`src/hdl/ezr_pkg.sv`:
```
// Purpose: Shared constants for the receive alarm interrupt register block
// Assumes: Byte-wide parallel register port, 4-bit register address
// Notes:   Offsets, bit positions and reset values live here, but sa7_zero and the flag cells reset to zero in their own modules
package ezr_pkg;
    ////////////////////////////////////////////////////////////////////////
    // Register port geometry
    localparam int ADDR_W = 4;
    localparam int DATA_W = 8;
    ////////////////////////////////////////////////////////////////////////
    // Register offsets
    localparam logic [3:0] OFS_EZ_STATUS = 4'h0; // Excess-zero / Sa7 status
    localparam logic [3:0] OFS_EZ_ENABLE = 4'h1; // excess_zero_irq_enable
    localparam logic [3:0] OFS_LC_STATUS = 4'h2; // los_crc_irq_status
    localparam logic [3:0] OFS_LC_ENABLE = 4'h3; // los_crc_irq_enable
    ////////////////////////////////////////////////////////////////////////
    // Field positions
    localparam int BIT_EZ_FLAG = 0;  // excess_zero_change_flag
    localparam int BIT_SA7_FLAG = 1; // Sa7 change flag
    localparam int BIT_SA7_STATE = 5; // Live Sa7-equals-zero state
    localparam int BIT_EXZ_EN = 0;   // excess_zero_change_en
    localparam int BIT_SA7_EN = 1;   // natbit7_zero_change_en
    localparam int BIT_CRC_FLAG = 2; // crc_mf_lock_change_flag
    localparam int BIT_LOS_FLAG = 3; // rx_signal_loss_change_flag
    localparam int BIT_TS16 = 4;     // ts16_all_ones_alarm live state
    localparam int BIT_CRC_EN = 2;   // Inverted enable, zero enables
    localparam int BIT_LOS_EN = 3;   // rx_signal_loss_change_en, zero enables
    ////////////////////////////////////////////////////////////////////////
    // Reset values and counts
    localparam logic [1:0] RST_EZ_ENABLE = 2'h0;
    localparam logic [3:0] RST_LC_ENABLE = 4'h0;
    localparam logic [7:0] RST_RDATA = 8'h00;
    localparam logic [2:0] RST_SA7_HIST = 3'h0;
    localparam int SA7_WINDOW = 3; // Observations kept
    localparam logic [1:0] SA7_DECLARE_MIN = 2'h2; // Zeros needed in window
endpackage

```
`src/hdl/ezr_change_flag.sv`:
```
// Purpose: Sticky change flag for one status level
// Assumes: Level input synchronous to mclk
// Notes:   A change in the cycle of a clear still sets the flag
`timescale 1ns/100ps
`default_nettype none
module ezr_change_flag (
    input wire logic mclk,
    input wire logic resetn,
    input wire logic cond,   // Watched level
    input wire logic clear,  // Clear request from the host port
    output logic change,     // One-cycle pulse on any edge of cond
    output logic flag        // Sticky change flag
);
    import ezr_pkg::*;

    // All state of the cell
    typedef struct packed {
        logic prev;
        logic flag;
    } ezr_cf_state_t;

    ezr_cf_state_t st;
    ezr_cf_state_t next_st;

    ////////////////////////////////////////////////////////////////////////
    // Next state: edge detect, set wins over clear
    always_comb begin
        next_st = st;
        next_st.prev = cond;
        next_st.flag = (st.flag & ~clear) | change;
    end

    assign change = cond ^ st.prev;
    assign flag = st.flag;

    ////////////////////////////////////////////////////////////////////////
    // State register, synchronous active-low reset
    always_ff @(posedge mclk) begin
        if (!resetn) begin
            st <= '0;
        end else begin
            st <= next_st;
        end
    end

    ////////////////////////////////////////////////////////////////////////
    // Checks
    a_change_sets_flag: assert property (@(posedge mclk) disable iff (!resetn)
        change |=> flag) else $error("change did not set flag");
    a_flag_holds_uncleared: assert property (@(posedge mclk) disable iff (!resetn)
        (flag && !clear) |=> flag) else $error("flag dropped without clear");
    a_clear_drops_flag: assert property (@(posedge mclk) disable iff (!resetn)
        (clear && !change) |=> !flag) else $error("clear left flag set");
endmodule
`default_nettype wire

```
`src/hdl/ezr_rx_alarm_irq.sv`:
```
// Purpose: Interrupt enables and status for receive alarm change events
// Assumes: Detector levels and register strobes synchronous to mclk
// Notes:   Flags clear on read of their register or on write of a one
`timescale 1ns/100ps
`default_nettype none
module ezr_rx_alarm_irq (
    input wire logic mclk,
    input wire logic resetn,
    // Line-side detector inputs
    input wire logic sa7_valid,        // One-cycle strobe per Sa7 observation
    input wire logic sa7_bit,          // Received Sa7 national bit
    input wire logic excess_zero_cond, // Excessive-zero condition level
    input wire logic ts16_all_ones_alarm, // Time-slot-16 all-ones alarm level
    input wire logic rx_signal_loss,   // Receive loss-of-signal level
    input wire logic crc_mf_lock,      // CRC multiframe lock level
    // Parallel microprocessor port
    input wire logic cs,               // Chip select
    input wire logic rd,               // Read strobe, one cycle
    input wire logic wr,               // Write strobe, one cycle
    input wire logic [ezr_pkg::ADDR_W-1:0] addr,
    input wire logic [ezr_pkg::DATA_W-1:0] wdata,
    output logic [ezr_pkg::DATA_W-1:0] rdata, // Registered read data
    output logic irq                   // Interrupt request, active high
);
    import ezr_pkg::*;

    ////////////////////////////////////////////////////////////////////////
    // State of the block
    typedef struct packed {
        logic [1:0] ez_en;      // excess_zero_irq_enable bits 1:0
        logic [3:0] lc_en;      // los_crc_irq_enable bits 3:0
        logic [2:0] sa7_hist;   // Last three observations, one means zero
        logic sa7_zero;         // Sa7-equals-zero declared
        logic [DATA_W-1:0] rdata;
    } ezr_state_t;

    ezr_state_t st;
    ezr_state_t next_st;

    // Decoded accesses
    logic rd_ez;
    logic rd_lc;
    logic wr_ez;
    logic wr_lc;
    logic wr_en_ez;
    logic wr_en_lc;
    // Flag cells
    logic ez_change;
    logic ez_flag;
    logic sa7_change;
    logic sa7_flag;
    logic los_change;
    logic los_flag;
    logic crc_change;
    logic crc_flag;
    // Scratch for the Sa7 window
    logic [2:0] hist_new;
    logic [1:0] zero_cnt;

    assign rd_ez = cs & rd & (addr == OFS_EZ_STATUS);
    assign rd_lc = cs & rd & (addr == OFS_LC_STATUS);
    assign wr_ez = cs & wr & (addr == OFS_EZ_STATUS);
    assign wr_lc = cs & wr & (addr == OFS_LC_STATUS);
    assign wr_en_ez = cs & wr & (addr == OFS_EZ_ENABLE);
    assign wr_en_lc = cs & wr & (addr == OFS_LC_ENABLE);

    ////////////////////////////////////////////////////////////////////////
    // Change flags: read clears the register, write of one clears a bit
    ezr_change_flag u_ez_flag (
        .mclk(mclk),
        .resetn(resetn),
        .cond(excess_zero_cond),
        .clear(rd_ez | (wr_ez & wdata[BIT_EZ_FLAG])),
        .change(ez_change),
        .flag(ez_flag)
    );
    ezr_change_flag u_sa7_flag (
        .mclk(mclk),
        .resetn(resetn),
        .cond(st.sa7_zero),
        .clear(rd_ez | (wr_ez & wdata[BIT_SA7_FLAG])),
        .change(sa7_change),
        .flag(sa7_flag)
    );
    ezr_change_flag u_los_flag (
        .mclk(mclk),
        .resetn(resetn),
        .cond(rx_signal_loss),
        .clear(rd_lc | (wr_lc & wdata[BIT_LOS_FLAG])),
        .change(los_change),
        .flag(los_flag)
    );
    ezr_change_flag u_crc_flag (
        .mclk(mclk),
        .resetn(resetn),
        .cond(crc_mf_lock),
        .clear(rd_lc | (wr_lc & wdata[BIT_CRC_FLAG])),
        .change(crc_change),
        .flag(crc_flag)
    );

    ////////////////////////////////////////////////////////////////////////
    // Next state: Sa7 window, enables, read data
    always_comb begin
        next_st = st;
        hist_new = {st.sa7_hist[1:0], ~sa7_bit};
        zero_cnt = 2'({1'b0, hist_new[0]}) + 2'({1'b0, hist_new[1]}) + 2'({1'b0, hist_new[2]});
        // Sa7 zero declared on two of three, cleared otherwise
        if (sa7_valid) begin
            next_st.sa7_hist = hist_new;
            next_st.sa7_zero = (zero_cnt >= SA7_DECLARE_MIN);
        end
        // Enable register writes
        if (wr_en_ez) begin
            next_st.ez_en = wdata[1:0];
        end
        if (wr_en_lc) begin
            next_st.lc_en = wdata[3:0];
        end
        // Read data, unmapped offsets read zero
        if (cs && rd) begin
            next_st.rdata = '0;
            unique case (addr)
                OFS_EZ_STATUS: begin
                    next_st.rdata[BIT_SA7_STATE] = st.sa7_zero;
                    next_st.rdata[BIT_SA7_FLAG] = sa7_flag;
                    next_st.rdata[BIT_EZ_FLAG] = ez_flag;
                end
                OFS_EZ_ENABLE: begin
                    next_st.rdata[1:0] = st.ez_en;
                end
                OFS_LC_STATUS: begin
                    next_st.rdata[BIT_TS16] = ts16_all_ones_alarm;
                    next_st.rdata[BIT_LOS_FLAG] = los_flag;
                    next_st.rdata[BIT_CRC_FLAG] = crc_flag;
                end
                OFS_LC_ENABLE: begin
                    next_st.rdata[3:0] = st.lc_en;
                end
                default: begin
                    next_st.rdata = '0;
                end
            endcase
        end
    end

    ////////////////////////////////////////////////////////////////////////
    // State register
    always_ff @(posedge mclk) begin
        if (!resetn) begin
            st.ez_en <= RST_EZ_ENABLE;
            st.lc_en <= RST_LC_ENABLE;
            st.sa7_hist <= RST_SA7_HIST;
            st.sa7_zero <= 1'b0;
            st.rdata <= RST_RDATA;
        end else begin
            st <= next_st;
        end
    end

    ////////////////////////////////////////////////////////////////////////
    // Outputs
    assign rdata = st.rdata;
    // Interrupt from any flag whose enable is active; LOS and CRC are inverted
    assign irq = (ez_flag & st.ez_en[BIT_EXZ_EN])
        | (sa7_flag & st.ez_en[BIT_SA7_EN])
        | (los_flag & ~st.lc_en[BIT_LOS_EN])
        | (crc_flag & ~st.lc_en[BIT_CRC_EN]);

    ////////////////////////////////////////////////////////////////////////
    // Checks
    // Sa7 window: a zero with another zero among the two before it declares
    a_sa7_two_zeros: assert property (@(posedge mclk) disable iff (!resetn)
        (sa7_valid && !sa7_bit && (st.sa7_hist[0] || st.sa7_hist[1])) |=> st.sa7_zero)
        else $error("two zero observations not declared");
    // Sa7 window: a one with at most one zero among the two before it clears the state
    a_sa7_one_zero: assert property (@(posedge mclk) disable iff (!resetn)
        (sa7_valid && sa7_bit && !(st.sa7_hist[0] && st.sa7_hist[1])) |=> !st.sa7_zero)
        else $error("Sa7 zero held with under two zeros");
    a_sa7_stable_idle: assert property (@(posedge mclk) disable iff (!resetn)
        !sa7_valid |=> $stable(st.sa7_zero)) else $error("Sa7 state moved without observation");
    a_sa7_leave_flag: assert property (@(posedge mclk) disable iff (!resetn)
        $fell(st.sa7_zero) |=> sa7_flag) else $error("leaving Sa7 zero not flagged");
    a_sa7_irq_gate: assert property (@(posedge mclk) disable iff (!resetn)
        (sa7_flag && !st.ez_en[BIT_SA7_EN] && !ez_flag && !los_flag && !crc_flag) |-> !irq)
        else $error("disabled Sa7 flag raised irq");
    a_exz_irq_both: assert property (@(posedge mclk) disable iff (!resetn)
        ($changed(excess_zero_cond) && st.ez_en[BIT_EXZ_EN] && !wr_en_ez) |=> irq)
        else $error("excess-zero change gave no irq");
    a_ts16_live_read: assert property (@(posedge mclk) disable iff (!resetn)
        rd_lc |=> rdata[BIT_TS16] == $past(ts16_all_ones_alarm))
        else $error("TS16 read not live");
    a_los_read_clear: assert property (@(posedge mclk) disable iff (!resetn)
        (rd_lc && los_flag && !los_change) |=> (rdata[BIT_LOS_FLAG] && !los_flag))
        else $error("LOS read did not report and clear");
    a_los_irq_polarity: assert property (@(posedge mclk) disable iff (!resetn)
        (los_flag && !st.lc_en[BIT_LOS_EN]) |-> irq) else $error("LOS zero enable ignored");
    // CRC lock enable follows the same zero-enables polarity as LOS
    a_crc_irq_polarity: assert property (@(posedge mclk) disable iff (!resetn)
        (crc_flag && !st.lc_en[BIT_CRC_EN]) |-> irq) else $error("CRC zero enable ignored");
    a_irq_quiet: assert property (@(posedge mclk) disable iff (!resetn)
        (!ez_flag && !sa7_flag && !los_flag && !crc_flag) |-> !irq)
        else $error("irq without flag");
    c_sa7_declare: cover property (@(posedge mclk) disable iff (!resetn) $rose(st.sa7_zero));
    c_los_irq_clear: cover property (@(posedge mclk) disable iff (!resetn) irq ##1 rd_lc ##1 !irq);
    c_set_and_clear: cover property (@(posedge mclk) disable iff (!resetn) rd_lc && crc_change);
    c_crc_irq_zero_en: cover property (@(posedge mclk) disable iff (!resetn) crc_flag && !st.lc_en[BIT_CRC_EN]);
endmodule
`default_nettype wire

```
`config.mk`:
```
export PLATFORM = sky130hd
export DESIGN_NAME = ezr_rx_alarm_irq
export DESIGN_NICKNAME = d
export VERILOG_FILES = /design/src/hdl/ezr_pkg.sv /design/src/hdl/ezr_change_flag.sv /design/src/hdl/ezr_rx_alarm_irq.sv
export SDC_FILE = /design/constraint.sdc
export NUM_CORES = 1
export LEC_CHECK = 0
export ABC_AREA = 1
export BUFFER_PORTS_ARGS = -buffer_cell sky130_fd_sc_hd__buf_2
export CAP_MARGIN = 10
export CORE_MARGIN = 2
export CORE_UTILIZATION = 35
export CTS_BUF_LIST = sky130_fd_sc_hd__clkbuf_8
export DETAILED_ROUTE_END_ITERATION = 16
export GPL_TIMING_DRIVEN = 0
export PLACE_DENSITY_LB_ADDON = 0.15
export SKIP_CTS_REPAIR_TIMING = 1
export SYNTH_ARGS = -nofsm -noshare
export SYNTH_HDL_FRONTEND = slang
export SYNTH_SLANG_ARGS = --single-unit
```
`constraint.sdc`:
```
create_clock -name mclk -period 1.95 [get_ports mclk]
set_input_delay 0.2925 -clock mclk [delete_from_list [all_inputs] [get_ports mclk]]
set_output_delay 0.2925 -clock mclk [all_outputs]
set_load 0.01 [all_outputs]
```
==> key figures, run 1 <==
Status
  • Outcome: completed

Clock network
  • CTS tree: done
  • Number of clock sinks: 23
  • Root Buffer: clkbuf_8
  • Clock Tree Buf Depth: 2
  • Worst-skew pair later-pin latency: ~0.26 ns
  • Number of H-tree levels: 1
  • CTS clk-pin slew, worst paths: about 0.080 ns
  • Num CTS Buffers: 3

Timing
  • Unrepaired setup endpoints after global routing: false
  • Final count of hold timing violations: 0
  • Final setup violation count: 0
  • Fin worst setup slack: ~0.63 ns
  • Setup TNS Final: 0 ns
  • Minimum clock period: 1.322 ns
  • Max Slew Vio Count: 0
  • Period utilization: between 60% and 70%
  • F_max: between 0.7 and 0.8 GHz
  • Worst Skew: approximately 0.0034 ns

Logic synthesis
  • Yosys top cell by area: dfxtp_1
  • Avg Synthesized Cell Area: 7.016 µm²
  • Flops & latches, synth: 23
  • Register area share after synthesis: between 40% and 50%
  • Main flop type after synthesis: dfxtp_1
  • Post-synth top area share: slightly above 40%
  • Cell with the most instances after synthesis: nand2_1
  • Yosys warnings: 0
  • Post-synth cell types: 20
  • Commonest cells in the netlist: nand2_1, dfxtp_1, inv_1
  • Post-synth EDFFs: 0
  • Ys async rst share: 0%
  • Area contributors post-synth: dfxtp_1, nand2_1, nand3_1
  • Post-Synthesis Cells: approximately 160
  • Post-Syn Area: roughly 1100 µm²

Power
  • Power per cell area: between 600 and 700 nW/µm²
  • Pwr Total: 0.9112 mW
  • Max VDD drop: around 360 µV
  • P_leak: 0.6683 nW

Cells and area
  • Area Overhead vs Synth: 20.32%
  • Final net count: 212
  • Share of cells above drive strength 1: between 20% and 30%
  • Fill cell count: 341
  • # diodes: 0

Floorplanning
  • Full die area: 3634 µm²
  • Top Ports: 32
  • Core ar.: approximately 3000 µm²
  • Die Y: roughly 60 µm
  • Site Rows: 20
  • Die W: 60.28 µm
  • Starting Density: 36.61%

Global route
  • Initial antenna violation count: 0
  • GRT overflow: 0
  • Gr usage total: ~14%
  • Vias in the first global route: around 870
  • First-pass GRT wire length: 3712 µm
  • Pin count of the biggest net entering global routing: 14

Route
  • Post-route ant nets: 0
  • Post-Route WL: 2247 µm
  • DRT iter0 DRCs: 42
  • Vias post-DR: a little over 1000
  • TritonRoute pass-1 iters: 4
  • # DRC: 0
  • WL per Instance: 9.727 µm
  • Vias/cell: around 4.4

Job
  • Maxcap violations: 0

Worst setup path
  • Max FO, Critical Path: 3
  • Setup CP Type: flop to output pin
  • Endpoint class of the critical path: output pin
  • Req. time, crit path: ~1.7 ns
  • Startpoint types: flop
  • Crit path DAT: about 1.0 ns

Place
  • Setup WS pre-CTS: ~0.65 ns
  • GPL Wtd Cong: 0.8691
  • DPL Wire Length: ~1800 µm
  • PortBufs: 24

Hold path
  • Min-delay worst type: primary input to flop
## cells in the final DEF (no fill, tap or decap)
master and n:
a22oi_1 1, xnor2_1 4, a31oi_1 1, a21oi_1 15, clkinv_1 1, inv_1 23, dfxtp_1 23, buf_4 9
o211ai_1 1, nor2_4 1, nor2_1 9, ha_1 1, clkinv_2 1, inv_2 1, nand3_2 1, nand3_1 18
conb_1 2, nand2_2 1, buf_2 26, o21ai_0 7, nand2_1 38, clkbuf_8 3
## area by class of cell
type / count / area [µm²] / area share (%)
clock buffers: 3 / 41.29 / 3.096
multi-input cells: 100 / 480.5 / 36.02
well taps: 44 / 55.05 / 4.128
flip-flops and latches: 23 / 460.4 / 34.52
clock inverters: 1 / 5.005 / 0.3752
repair buffers: 24 / 120.1 / 9.006
inverters: 25 / 93.84 / 7.036
plain buffers: 11 / 77.57 / 5.816
## metal layers
layer,track usage [%],share of wire (%)
met1,17.96,46
met2,21.74,48
met3,3.030,4.8
met4,6.667,0.89
met5,0,0
## registers in the layout, summed over array words and instances (netlist names)
signal and flops:
u_sa7_flag.flag 1, u_ez_flag.flag 1, u_sa7_flag.st 1, u_crc_flag.flag 1
u_ez_flag.st 1, u_crc_flag.st 1, u_los_flag.flag 1, rdata 6
st 7, u_los_flag.st 1, hist_new 2
## logic make-up after synthesis
logic type	count (synthesis)	synth area share (%)
AOI/OAI and AO/OA	25	11.85
xor gates and xnor gates	4	3.160
adders and majority gates	1	1.128
buffers and inverters	36	15.46
DFF	23	41.53
other	1	0.3383
and+or+nand+nor	68	26.52
## power breakdown
group | internal (mW) | switching [mW]
Clock | 0.142 | 0.146
Combinational | 0.0518 | 0.0681
Sequential | 0.490 | 0.0130
## critical path, stage by stage (launching register included)
cell	delay, ns
dfxtp_1	0.34
a22oi_1	0.18
o211ai_1	0.11
buf_2	0.15
## path summary, 6_finish.rpt
path	from	end	slack (ns)	cells after the start
setup / recovery	u_sa7_flag.flag$_SDFF_PN0_	irq	0.63	3
hold / removal	sa7_bit	hist_new[1]$_SDFFE_PN0P_	0.22	2
setup reg to reg	hist_new[2]$_SDFFE_PN0P_	st[8]$_SDFFE_PN0P_	1.11	3
hold reg to reg	st[12]$_SDFFE_PN0P_	st[12]$_SDFFE_PN0P_	0.47	2
## stage by stage
step | utilization [%] | instances | hold WS (ns) | area, µm²
after floorplan | - | 159 | 0.3819 | 1112
after global placement | 42.52 | 227 | 0.4446 | 1287
after detailed placement | 42.52 | 227 | 0.4541 | 1287
after CTS | 44.05 | 231 | 0.2130 | 1334
after global routing | 44.05 | 231 | 0.2094 | 1334
final | 44.05 | 231 | 0.2173 | 1334
Note: power is estimated with default switching activity, not from simulation.
==> run 2: changes to the inputs <==
- clock period: 1.95 -> 1.2 ns (I/O delays scaled with it)
==> key figures, run 2 (synthesis results as in run 1) <==
Status
  • Outcome: completed

Clock network
  • Clock Tree Buf Depth: 2
  • Number of H-tree levels: 1
  • Worst-skew pair later-pin latency: ~0.26 ns
  • Num CTS Buffers: 3
  • Root Buffer: clkbuf_8
  • CTS clk-pin slew, worst paths: 0.08 ns
  • CTS tree: done
  • Number of clock sinks: 23

Cells and area
  • Most frequent cells in the layout: nand2_1, buf_2, inv_1
  • Area Overhead vs Synth: 22.35%
  • # diodes: 0
  • Biggest register: st
  • Max reg flops: 7
  • Most common cell after layout, fill and taps aside: nand2_1
  • Fill cell count: 337
  • Share of cells above drive strength 1: between 20% and 30%
  • Multi-input gate area: slightly below 500 µm²
  • Final net count: about 210
  • FF+latch area: 462.9 µm²
  • Final core occ: between 40% and 50%

Route
  • TritonRoute pass-1 iters: 4
  • Vias post-DR: 1036
  • DRT iter0 DRCs: 41
  • Post-route ant nets: 0
  • # DRC: 0
  • WL per Instance: roughly 9.7 µm
  • Post-Route WL: roughly 2300 µm
  • Vias/cell: ~4.4

Hold path
  • Min-delay worst type: primary input to flop
  • Min-delay src: sa7_bit

Timing
  • Period utilization: around 100%
  • Hold Slack: roughly 0.10 ns
  • F_max: 0.8338 GHz
  • Unrepaired setup endpoints after global routing: true
  • Worst Skew: approximately 0.0028 ns
  • Minimum clock period: around 1.2 ns
  • Setup TNS Final: 0 ns
  • Final setup violation count: 0
  • Final count of hold timing violations: 0
  • Max Slew Vio Count: 0
  • Fin worst setup slack: 0.0007336 ns

Worst setup path
  • Endpoint class of the critical path: output pin
  • Startpoint types: flop
  • Max FO, Critical Path: 3
  • WP buf/inv: 1
  • Setup CP Type: flop to output pin
  • Worst R2R Start: hist_new[2]$_SDFFE_PN0P_
  • Cell Chain, Critical Path: a22oi_2, o211ai_1, buf_2
  • Crit path DAT: 1.02 ns
  • Cell family with most CP delay: flip-flops
  • Req. time, crit path: 1.02 ns
  • Critical path's slowest cell: dfxtp_1
  • Slowest cell delay on critical path: between 0.3 and 0.4 ns
  • Crit path from: st[17]$_SDFFE_PN0P_

Floorplanning
  • Die W: about 60 µm
  • Core ar.: roughly 3000 µm²
  • Die Y: 60.28 µm
  • Starting Density: 36.61%
  • Full die area: 3634 µm²
  • Top Ports: 32
  • Site Rows: 20

Place
  • GPL Wtd Cong: around 0.87
  • Setup WS pre-CTS: approximately 0.013 ns
  • PortBufs: 24
  • DPL Wire Length: approximately 1800 µm

Job
  • Maxcap violations: 0

Power
  • Max VDD drop: between 500 and 600 µV
  • P_leak: 0.6791 nW
  • Pwr Total: approximately 1.5 mW
  • Power per cell area: 1096 nW/µm²

Global route
  • Gr usage total: 13.89%
  • Vias in the first global route: 869
  • Initial antenna violation count: 0
  • GRT overflow: 0
  • Pin count of the biggest net entering global routing: 14
  • First-pass GRT wire length: 3712 µm
[run 2: area by class of cell]
| type | count | share of cell area (%) |
|---|---|---|
| multi-input cells | 100 | 35.79 |
| well taps | 44 | 4.059 |
| repair buffers | 26 | 9.963 |
| flip-flops and latches | 23 | 34.13 |
| inverters | 25 | 6.919 |
| plain buffers | 11 | 5.720 |
| clock buffers | 3 | 3.044 |
| clock inverters | 1 | 0.3690 |
[run 2: final timing paths]
| kind | to | slack [ns] | depth (start not counted) |
|---|---|---|---|
| setup / recovery | irq | 0.0007 | 3 |
| hold / removal | hist_new[1]$_SDFFE_PN0P_ | 0.10 | 2 |
| setup reg to reg | st[8]$_SDFFE_PN0P_ | 0.36 | 3 |
| hold reg to reg | st[12]$_SDFFE_PN0P_ | 0.47 | 2 |
[run 2: worst reg2reg max path: cells and delay by family (launching register included)]
family,cells,cell delay [ns]
flops,1,0.31
fa+ha+maj,1,0.27
compound gates,1,0.14
simple gates,1,0.05
[run 2: power breakdown]
group | internal, mW | switching (mW) | leakage [nW] | total, mW
Combinational | 0.0892 | 0.112 | 0.464 | 0.201
Sequential | 0.797 | 0.0217 | 0.189 | 0.818
Clock | 0.231 | 0.236 | 0.0255 | 0.467
Total | 1.12 | 0.370 | 0.679 | 1.49
[run 2: per-stage QoR]
step | std cells | cell area [µm²]
detailed placement | 227 | 1287
global route | 233 | 1356
CTS | 231 | 1334
global placement | 227 | 1287
finish | 233 | 1356
floorplan | 159 | 1112
[run 2: per-layer routing]
metal,wire (µm),global-route usage (%),share of wire (%),vias up
met5,0,0,0,-
met4,20,6.667,0.88,0
li1,-,-,-,551
met1,1021,17.96,45,457
met2,1083,21.74,48,26
met3,139,3.030,6.1,2
